<file path="config.mk">
export PLATFORM = sky130hd
export DESIGN_NAME = dpdc_top
export DESIGN_NICKNAME = d
export VERILOG_FILES = /design/src/verilog/dpdc_pkg.sv /design/src/verilog/dpdc_core_if.sv /design/src/verilog/dpdc_arbiter.sv /design/src/verilog/dpdc_refresh.sv /design/src/verilog/dpdc_top.sv
export VERILOG_INCLUDE_DIRS = /design/src /design/src/verilog
export SDC_FILE = /design/constraint.sdc
export NUM_CORES = 1
export LEC_CHECK = 0
export ABC_AREA = 0
export BUFFER_PORTS_ARGS = -buffer_cell sky130_fd_sc_hd__buf_2
export CORE_MARGIN = 4
export CORE_UTILIZATION = 50
export DETAILED_ROUTE_END_ITERATION = 12
export MAX_ROUTING_LAYER = met4
export PLACE_DENSITY = 0.74
export SYNTH_ARGS = -nofsm -noshare
export SYNTH_HDL_FRONTEND = slang
export SYNTH_SLANG_ARGS = --single-unit
</file>
<file path="constraint.sdc">
create_clock -name clock -period 3.09 [get_ports clock]
set_clock_uncertainty 0.15 [all_clocks]
set_input_delay 0.618 -clock clock [delete_from_list [all_inputs] [get_ports clock]]
set_output_delay 0.618 -clock clock [all_outputs]
set_load 0.05 [all_outputs]
</file>
<file path="src/verilog/dpdc_regs.svh">
// dpdc_regs.svh: timing counts, refresh pacing and port select codes of the two-port dram controller.
// assumes: included by bare name; every timeline count is in half master-clock cycles,
// one half cycle being one period of the 200 MHz clock.
`ifndef DPDC_REGS_SVH
`define DPDC_REGS_SVH

// ----------------------------------------------------------------
// access and refresh timeline, steps after the cycle starts
// ----------------------------------------------------------------
`define DPDC_T_RAS_ON   4'h1
`define DPDC_T_COL_STD  4'h3
`define DPDC_T_COL_RED  4'h2
`define DPDC_T_COLUMN_STROBE_ENABLE_N    4'h4
`define DPDC_T_RAS_OFF  4'h9
`define DPDC_T_REF_END  4'hF

// ----------------------------------------------------------------
// refresh pacing and port select codes, none being the reset value
// ----------------------------------------------------------------
`define DPDC_REF_DIV_LAST 6'h3F
`define DPDC_CHOSEN_NONE  2'h3
`define DPDC_CHOSEN_P1    2'h2
`define DPDC_CHOSEN_P2    2'h1

`endif

</file>
<file path="src/verilog/dpdc_pkg.sv">
// dpdc_pkg: types shared by the two-port dram controller modules.
// assumes: compiled before every other design file.
`default_nettype none

package dpdc_pkg;

    // ----------------------------------------------------------------
    // sequencer states, gray along idle-access-hold and idle-refresh
    // ----------------------------------------------------------------
    typedef enum logic [1:0] {
        DPDC_IDLE    = 2'h0,
        DPDC_ACCESS  = 2'h1,
        DPDC_HOLD    = 2'h3,
        DPDC_REFRESH = 2'h2
    } dpdc_state_t;

endpackage : dpdc_pkg

`default_nettype wire

</file>
<file path="src/verilog/dpdc_core_if.sv">
// dpdc_core_if: signals between the sequencer, the arbiter and the refresh timer.
// assumes: all three sit on the same clock.
`default_nettype none

interface dpdc_core_if;
    logic [1:0] chosenN;  // active-low port select, bit 0 is port 1
    logic askLive;        // synced request of the chosen port still active
    logic cycleDone;      // sequencer may let the chosen port go
    logic refPending;     // refresh waiting
    logic refDone;        // last step of a refresh cycle
    logic [8:0] refRow;   // row to refresh next

    modport arb (output chosenN, output askLive, input cycleDone);
    modport refr (output refPending, output refRow, input refDone);
    modport seq (input chosenN, input askLive, output cycleDone,
                 input refPending, input refRow, output refDone);
endinterface : dpdc_core_if

`default_nettype wire

</file>
<file path="src/verilog/dpdc_arbiter.sv">
// dpdc_arbiter: synchronises both requests and picks one port at a time.
// assumes: request pins are asynchronous; the sequencer reports when it may release.
`default_nettype none
`include "dpdc_regs.svh"

module dpdc_arbiter (
    // clock and reset
    input wire logic clock,
    input wire logic rst,
    // request pins, active low
    input wire logic port1AskN,
    input wire logic port2AskN,
    // to the sequencer
    dpdc_core_if.arb core
);
    logic [1:0] askS1_r, askS1_nxt;   // first sync stage, active high
    logic [1:0] askS2_r, askS2_nxt;   // second sync stage
    logic phase_r, phase_nxt;         // 0 = rising half, 1 = falling half
    logic [1:0] chosenN_r, chosenN_nxt;

    // ----------------------------------------------------------------
    // sampling and selection
    // ----------------------------------------------------------------
    always_comb begin
        askS1_nxt = {~port2AskN, ~port1AskN};
        askS2_nxt = askS1_r;
        phase_nxt = ~phase_r;
        chosenN_nxt = chosenN_r;
        if (chosenN_r == `DPDC_CHOSEN_NONE) begin
            // alternate halves settle a tie without contention
            if (!phase_r && askS2_r[0]) begin
                chosenN_nxt = `DPDC_CHOSEN_P1;
            end else if (phase_r && askS2_r[1]) begin
                chosenN_nxt = `DPDC_CHOSEN_P2;
            end
        end else if (core.cycleDone && !core.askLive) begin
            chosenN_nxt = `DPDC_CHOSEN_NONE;
        end
        // while one port is chosen the other's synced request is never looked at
    end

    assign core.chosenN = chosenN_r;
    assign core.askLive = (!chosenN_r[0] && askS2_r[0]) || (!chosenN_r[1] && askS2_r[1]);

    always_ff @(posedge clock) begin
        if (rst) begin
            askS1_r <= 2'h0;
            askS2_r <= 2'h0;
            phase_r <= 1'b0;
            chosenN_r <= `DPDC_CHOSEN_NONE;
        end else begin
            askS1_r <= askS1_nxt;
            askS2_r <= askS2_nxt;
            phase_r <= phase_nxt;
            chosenN_r <= chosenN_nxt;
        end
    end
endmodule : dpdc_arbiter

`default_nettype wire

</file>
<file path="src/verilog/dpdc_refresh.sv">
// dpdc_refresh: divides the refresh clock by 64 and keeps the refresh row counter.
// assumes: refresh clock is asynchronous and far slower than the master clock.
`default_nettype none
`include "dpdc_regs.svh"

module dpdc_refresh (
    // clock and reset
    input wire logic clock,
    input wire logic rst,
    // refresh pacing pin
    input wire logic refreshClock,
    // to the sequencer
    dpdc_core_if.refr core
);
    logic s1_r, s1_nxt;            // first sync stage
    logic s2_r, s2_nxt;            // second sync stage
    logic s3_r, s3_nxt;            // edge history
    logic [5:0] div_r, div_nxt;    // refresh clock divider
    logic pend_r, pend_nxt;        // refresh waiting
    logic [8:0] row_r, row_nxt;    // refresh row counter
    logic rise;

    // ----------------------------------------------------------------
    // divider, pending flag and row counter
    // ----------------------------------------------------------------
    always_comb begin
        s1_nxt = refreshClock;
        s2_nxt = s1_r;
        s3_nxt = s2_r;
        rise = s2_r && !s3_r;
        // a clock parked high gives no rising edge, so no refresh
        div_nxt = rise ? div_r + 6'h1 : div_r;
        // set wins over the clear so no request is lost
        pend_nxt = (rise && div_r == `DPDC_REF_DIV_LAST) || (pend_r && !core.refDone);
        row_nxt = core.refDone ? row_r + 9'h1 : row_r;
    end

    assign core.refPending = pend_r;
    assign core.refRow = row_r;

    always_ff @(posedge clock) begin
        if (rst) begin
            s1_r <= 1'b1;
            s2_r <= 1'b1;
            s3_r <= 1'b1;
            div_r <= 6'h0;
            pend_r <= 1'b0;
            row_r <= 9'h0;
        end else begin
            s1_r <= s1_nxt;
            s2_r <= s2_nxt;
            s3_r <= s3_nxt;
            div_r <= div_nxt;
            pend_r <= pend_nxt;
            row_r <= row_nxt;
        end
    end
endmodule : dpdc_refresh

`default_nettype wire

</file>
<file path="src/verilog/dpdc_top.sv">
// dpdc_top: two-port dram controller, arbitration, address mux and strobe timing.
// assumes: processors and refresh pacing are asynchronous to clock; the dram
// and any column strobe decode sit outside and read the registered outputs.
`default_nettype none
`include "dpdc_regs.svh"

module dpdc_top #(
    parameter bit LATCHED = 1'b1,       // keep an address latch
    parameter bit REDUCED_HOLD = 1'b0   // early column switch
) (
    // clock and reset
    input wire logic clock,
    input wire logic rst,
    // processor side
    input wire logic port1AskN,
    input wire logic port2AskN,
    input wire logic [17:0] hostAddrIn,
    output logic port1ChosenN,
    output logic port2ChosenN,
    output logic cycleGrant,
    output logic transferAck,
    // refresh pacing
    input wire logic refreshClock,
    // dram side
    output logic [8:0] dramAddrOut,
    output logic rowStrobeN,
    output logic columnStrobeEnableN,
    output logic writeGate
);

    // ----------------------------------------------------------------
    // timing choices
    // ----------------------------------------------------------------
    // the master clock is modelled as two periods of clock, so every
    // half master cycle in the timeline is one edge of clock
    localparam logic [3:0] COL_STEP = REDUCED_HOLD ? `DPDC_T_COL_RED : `DPDC_T_COL_STD;

    // ----------------------------------------------------------------
    // internal wiring
    // ----------------------------------------------------------------
    dpdc_core_if core ();

    logic [17:0] addrS1_r, addrS1_nxt;   // address pins, first sync stage
    logic [17:0] addrS2_r, addrS2_nxt;   // address pins, second sync stage
    logic [17:0] latch_r, latch_nxt;     // captured address
    logic [17:0] srcAddr;                // address source for the mux
    dpdc_pkg::dpdc_state_t state_r, state_nxt;
    logic [3:0] step_r, step_nxt;        // half cycles into the cycle
    logic [3:0] stepInc;                 // step_r plus one
    logic grant_r, grant_nxt;
    logic ras_r, ras_nxt;                // active low row strobe
    logic column_strobe_enable_n_r, column_strobe_enable_n_nxt;            // active low column strobe enable
    logic wg_r, wg_nxt;
    logic ack_r, ack_nxt;
    logic [8:0] ma_r, ma_nxt;
    logic refDoneC;
    logic [1:0] selAge_r, selAge_nxt;    // edges the owner has stood selected

    // ----------------------------------------------------------------
    // the two helpers
    // ----------------------------------------------------------------
    dpdc_arbiter arbiter (
        .clock(clock),
        .rst(rst),
        .port1AskN(port1AskN),
        .port2AskN(port2AskN),
        .core(core.arb)
    );

    dpdc_refresh refresher (
        .clock(clock),
        .rst(rst),
        .refreshClock(refreshClock),
        .core(core.refr)
    );

    // ----------------------------------------------------------------
    // address path
    // ----------------------------------------------------------------
    // the unlatched build reads the synced pins every cycle, so the
    // processor must keep them steady for the whole access
    assign srcAddr = LATCHED ? latch_r : addrS2_r;

    // ----------------------------------------------------------------
    // sequencer next state
    // ----------------------------------------------------------------
    always_comb begin
        addrS1_nxt = hostAddrIn;
        addrS2_nxt = addrS1_r;
        latch_nxt = latch_r;
        state_nxt = state_r;
        step_nxt = step_r;
        stepInc = step_r + 4'h1;
        grant_nxt = grant_r;
        ras_nxt = ras_r;
        column_strobe_enable_n_nxt = column_strobe_enable_n_r;
        wg_nxt = wg_r;
        ack_nxt = ack_r;
        ma_nxt = ma_r;
        refDoneC = 1'b0;
        // a processor drives its address only once selected, so the grant
        // waits until that address has crossed both sync stages
        selAge_nxt = {selAge_r[0] && core.askLive, core.askLive};
        case (state_r)
            dpdc_pkg::DPDC_IDLE: begin
                step_nxt = 4'h0;
                if (core.refPending) begin
                    // refresh first, even over a selected port
                    state_nxt = dpdc_pkg::DPDC_REFRESH;
                    ma_nxt = core.refRow;
                end else if (core.askLive && selAge_r[1]) begin
                    // the select has stood long enough, now the grant
                    state_nxt = dpdc_pkg::DPDC_ACCESS;
                    grant_nxt = 1'b1;
                    latch_nxt = addrS2_r;
                    ma_nxt = addrS2_r[8:0];
                end
            end
            dpdc_pkg::DPDC_ACCESS: begin
                step_nxt = stepInc;
                // row or column half of the address
                if (stepInc >= COL_STEP) begin
                    ma_nxt = srcAddr[17:9];
                end else begin
                    ma_nxt = srcAddr[8:0];
                end
                if (stepInc == COL_STEP) begin
                    wg_nxt = 1'b1;
                end
                if (stepInc == `DPDC_T_RAS_ON) begin
                    ras_nxt = 1'b0;
                end
                if (stepInc == `DPDC_T_COLUMN_STROBE_ENABLE_N) begin
                    column_strobe_enable_n_nxt = 1'b0;
                end
                if (stepInc == `DPDC_T_RAS_OFF) begin
                    // row strobe has been low for eight half cycles
                    ras_nxt = 1'b1;
                    ack_nxt = 1'b1;
                    state_nxt = dpdc_pkg::DPDC_HOLD;
                end
            end
            dpdc_pkg::DPDC_HOLD: begin
                // everything frozen until the owner lets go
                if (!core.askLive) begin
                    state_nxt = dpdc_pkg::DPDC_IDLE;
                    grant_nxt = 1'b0;
                    column_strobe_enable_n_nxt = 1'b1;
                    wg_nxt = 1'b0;
                    ack_nxt = 1'b0;
                end
            end
            dpdc_pkg::DPDC_REFRESH: begin
                step_nxt = stepInc;
                if (stepInc == `DPDC_T_RAS_ON) begin
                    ras_nxt = 1'b0;
                end
                if (stepInc == `DPDC_T_RAS_OFF) begin
                    ras_nxt = 1'b1;
                end
                if (stepInc == `DPDC_T_REF_END) begin
                    // precharge done, advance the row counter
                    refDoneC = 1'b1;
                    state_nxt = dpdc_pkg::DPDC_IDLE;
                end
            end
            default: begin
                state_nxt = dpdc_pkg::DPDC_IDLE;
            end
        endcase
    end

    // ----------------------------------------------------------------
    // links back to the helpers
    // ----------------------------------------------------------------
    // releasing only outside an access keeps the other port off the
    // address bus until this cycle has ended
    assign core.cycleDone = (state_r == dpdc_pkg::DPDC_HOLD) || (state_r == dpdc_pkg::DPDC_IDLE);
    assign core.refDone = refDoneC;

    // ----------------------------------------------------------------
    // sequencer registers
    // ----------------------------------------------------------------
    always_ff @(posedge clock) begin
        if (rst) begin
            addrS1_r <= 18'h0;
            addrS2_r <= 18'h0;
            latch_r <= 18'h0;
            state_r <= dpdc_pkg::DPDC_IDLE;
            step_r <= 4'h0;
            grant_r <= 1'b0;
            ras_r <= 1'b1;
            column_strobe_enable_n_r <= 1'b1;
            wg_r <= 1'b0;
            ack_r <= 1'b0;
            ma_r <= 9'h0;
            selAge_r <= 2'h0;
        end else begin
            addrS1_r <= addrS1_nxt;
            addrS2_r <= addrS2_nxt;
            latch_r <= latch_nxt;
            state_r <= state_nxt;
            step_r <= step_nxt;
            grant_r <= grant_nxt;
            ras_r <= ras_nxt;
            column_strobe_enable_n_r <= column_strobe_enable_n_nxt;
            wg_r <= wg_nxt;
            ack_r <= ack_nxt;
            ma_r <= ma_nxt;
            selAge_r <= selAge_nxt;
        end
    end

    // ----------------------------------------------------------------
    // outputs, all straight from flip-flops
    // ----------------------------------------------------------------
    assign port1ChosenN = core.chosenN[0];
    assign port2ChosenN = core.chosenN[1];
    assign cycleGrant = grant_r;
    assign transferAck = ack_r;
    assign dramAddrOut = ma_r;
    assign rowStrobeN = ras_r;
    assign columnStrobeEnableN = column_strobe_enable_n_r;
    assign writeGate = wg_r;

endmodule : dpdc_top

`default_nettype wire

</file>
==> reports/qor.csv <==
stage,metric,value,unit
run_status,status,finished clean,
pwr,clock network power share,37.7,%
die,Die Height,99.7,um
synthesis,Area contributors post-synth,"dfxtp_1, nor2b_1, nand2_1, a21oi_1, o32ai_2",
pwr,Seq pwr share,58.9,%
placement,IO Port Bufs,38,
sta,setup ws final,0.641,ns
global_route,GR peak layer,met2,
synthesis,Post-Syn Instances,452,
cts,CTS max path bufs,2,
worst_setup_path,crit end category,register,
cts,worst skew pair latency,0.37,ns
synthesis,Post-synth top cells,"dfxtp_1, nand2_1, nor2b_1",
sta,Fin. Hold Viols,0,
global_route,first-pass GRT wire length,13.1,mm
synthesis,leading area contributor after synthesis,dfxtp_1,
route,Detailed Routing Iterations Pass 1,4,
sta,"Slew Viols, Final",0,
cts,CTS sink cnt,102,
layout,Layout Cells excl Fill,590,
die,core footprint,8220,um^2
pwr,sw frac,25.4,%
placement,placed insts,574,
pwr,cell area power density,494,nW/um^2
synthesis,Synth cell types,50,
worst_setup_path,Critical Path Fanout Max,9,
layout,filler cell count,736,
synthesis,dominant synthesized flop cell,dfxtp_1,
pwr,Max IR drop VDD,0.321,mV
worst_setup_path,critical path's largest stage delay,0.51,ns
route,number of remaining DRC errors,0,
sta,final period utilization,79.3,%
cts,register clock-pin slew on the reported worst setup and hold paths,0.11,ns
global_route,met2 Usage GRT,26.4,%
global_route,GR Util met1,21.2,%
die,Site Rows,33,
placement,Place WS,0.677,ns
global_route,GR Util All Layers,16.9,%
sta,worst rel slew slack,44.2,%
route,Routed WL,7.55,mm
sta,Worst Max-Slew Pin Slew,0.836,ns
die,initial core utilization,51.2,%
global_route,grt ovf,0,
layout,register area,2040,um^2
worst_setup_path,"delay-heaviest family, CP",simple AND/OR/NAND/NOR gates,
route,Avg WL per Cell,12.8,um
synthesis,post-synth top area share,48.6,%
global_route,largest net degree at the start of global routing,71,
layout,layout cells sized above 1,17.7,%
cts,total setup buffers inserted after CTS,0,
synthesis,Yosys reg bits,102,
cts,hold bufs inserted after CTS,0,
sta,unrepaired setup endpoints after global routing,false,
min_path,Tightest Hold Check Type,input pin to register,
sta,Fin Setup TNS,0,ns
sta,crit path time final,2.45,ns
layout,multi-input logic area,1980,um^2
global_route,initial antenna violation count,0,
placement,gp weighted congestion,0.842,
global_route,met3 Track Usage GR,4.00,%
synthesis,Mapped Area,4210,um^2
worst_setup_path,CP Data Arrival Time,2.54,ns
route,Final ANT Viol Nets,0,
layout,area grow syn2layout,10.6,%
route,DR vias/cell,5.15,
worst_setup_path,crit path buf inv count,2,
route,DR vias,3040,
sta,max frequency,408,MHz
worst_setup_path,CP Launch Type,register,
placement,detailed placement HPWL,5.27,mm
worst_setup_path,Slowest cell on crit path,or4_1,
pwr,switching power,582,uW
synthesis,asr flop ratio synth,0,%
synthesis,syn_nets,485,
worst_setup_path,worst endpoint required time,3.18,ns
route,DR iter-0 viols,113,
flow_run,Max-Cap Viols,0,
die,die area,9940,um^2
layout,nets@finish,513,
synthesis,sequential element share of the synthesized area,48.6,%
cts,TritonCTS Buffers,9,
cts,Resize count post-CTS,0,
cts,Root Buffer,clkbuf_8,
layout,Antenna Cells,0,
sta,"Setup violations, final",0,
synthesis,cell with the most instances after synthesis,dfxtp_1,
synthesis,number of synthesized flops with an enable pin,0,
pwr,static leakage,1.82,nW
global_route,via count of the first global-routing pass,2874,
pwr,P_int,1.71,mW
die,die width,99.7,um
worst_setup_path,Crit Path Class,register to register,
synthesis,Mapped Avg Cell Area,9.30,um^2
synthesis,Ys Warns,0,
cts,H-tree depth,3,
pwr,combinational power share,3.4,%
die,io pins,39,
cts,CTS tree,yes,
worst_setup_path,crit-path cells,inv_1 > ha_1 > or4_1 > o41ai_2 > buf_4 > mux2i_1 > and2_1 > o32ai_2,
routing by layer:
layer  wire (um)  vias up  share of wire (%)
li1            -     1576                  -
met1        3610     1395                 48
met2        3490       59                 46
met3         320       10                4.2
met4         126        0                1.7
met5           0        -                  0
worst register-to-register path, cell delays in order, from the launching register on:
cell and delay, ns:
dfxtp_1 0.50, inv_1 0.11, ha_1 0.28, or4_1 0.51, o41ai_2 0.07, buf_4 0.25
mux2i_1 0.21, and2_1 0.16, o32ai_2 0.08
through the flow:
stage	hold slack, ns	power (mW)	util, %	area (um^2)
2_1_floorplan	0.239	1.44	-	4210
3_3_place_gp	0.244	1.46	54.0	4430
3_5_place_dp	0.247	1.46	54.0	4430
4_1_cts	0.221	2.32	56.6	4650
5_1_grt	0.217	2.39	56.6	4650
6_report	0.235	2.30	56.6	4650
sequential cells by signal, indices dropped and copies added (netlist names), 2 cells and up:
| signal | flops |
|---|---|
| arbiter.core.chosenN | 2 |
| state_r | 2 |
| refresher.div_r | 6 |
| dramAddrOut | 9 |
| step_r | 4 |
| selAge_r | 2 |
| refresher.core.refRow | 9 |
| addrS2_r | 18 |
| latch_r | 18 |
| arbiter.askS2_r | 2 |
| addrS1_r | 18 |
| arbiter.askS1_r | 2 |
cells in the final DEF (no fill, tap or decap), types with 4 or more instances in the layout:
cell type / netlist / final
dfxtp_1: 102 / 102
nand2_1: 57 / 57
nor2b_1: 45 / 45
a21oi_1: 40 / 40
buf_2: 2 / 38
nor2_1: 27 / 27
inv_1: 19 / 19
o21ai_0: 14 / 14
mux2i_1: 11 / 11
and2_1: 11 / 11
xnor2_1: 10 / 10
mux2_2: 10 / 10
ha_1: 10 / 10
o32ai_2: 9 / 9
clkbuf_8: 0 / 9
nand3_1: 7 / 7
nand2b_1: 5 / 5
xor2_1: 5 / 5
or2_2: 5 / 5
nand4_1: 4 / 4
power groups by stage:
stage	clock [mW]	combinational, mW	sequential, mW
after floorplan	0	0.0503	1.39
after global placement	0	0.0765	1.38
after detailed placement	0	0.0782	1.38
after CTS	0.888	0.0786	1.35
after global routing	0.949	0.0868	1.36
final	0.866	0.0773	1.35
path summary, 6_finish.rpt:
path,slack [ns],startpoint,to,cells after the start
max,0.64,step_r[0],dramAddrOut[4],8
max reg2reg,0.64,step_r[0],dramAddrOut[4],8
min,0.23,port1AskN,arbiter.askS1_r[0],2
min reg2reg,0.27,refresher.s1_r,refresher.s2_r,1
kinds of logic (layout without fill, tap and decap cells):
family / count (synthesis) / in the layout / share of synthesized area [%]
buffers and inverters: 43 / 76 / 4.43
and+or+nand+nor: 174 / 174 / 20.9
xor gates and xnor gates: 15 / 15 / 3.12
AOI/OAI and AO/OA: 87 / 87 / 14.8
adders and majority gates: 10 / 10 / 2.98
muxes: 21 / 21 / 5.30
DFF: 102 / 102 / 48.6
layout make-up:
class | instances | area share [%]
Sequential cell | 102 | 43.9
Multi-Input combinational cell | 307 | 42.5
Timing Repair Buffer | 41 | 4.57
Tap cell | 105 | 2.83
Clock buffer | 9 | 2.66
Clock inverter | 7 | 1.96
Inverter | 19 | 1.53
Note: power is estimated with default switching activity, not from simulation.
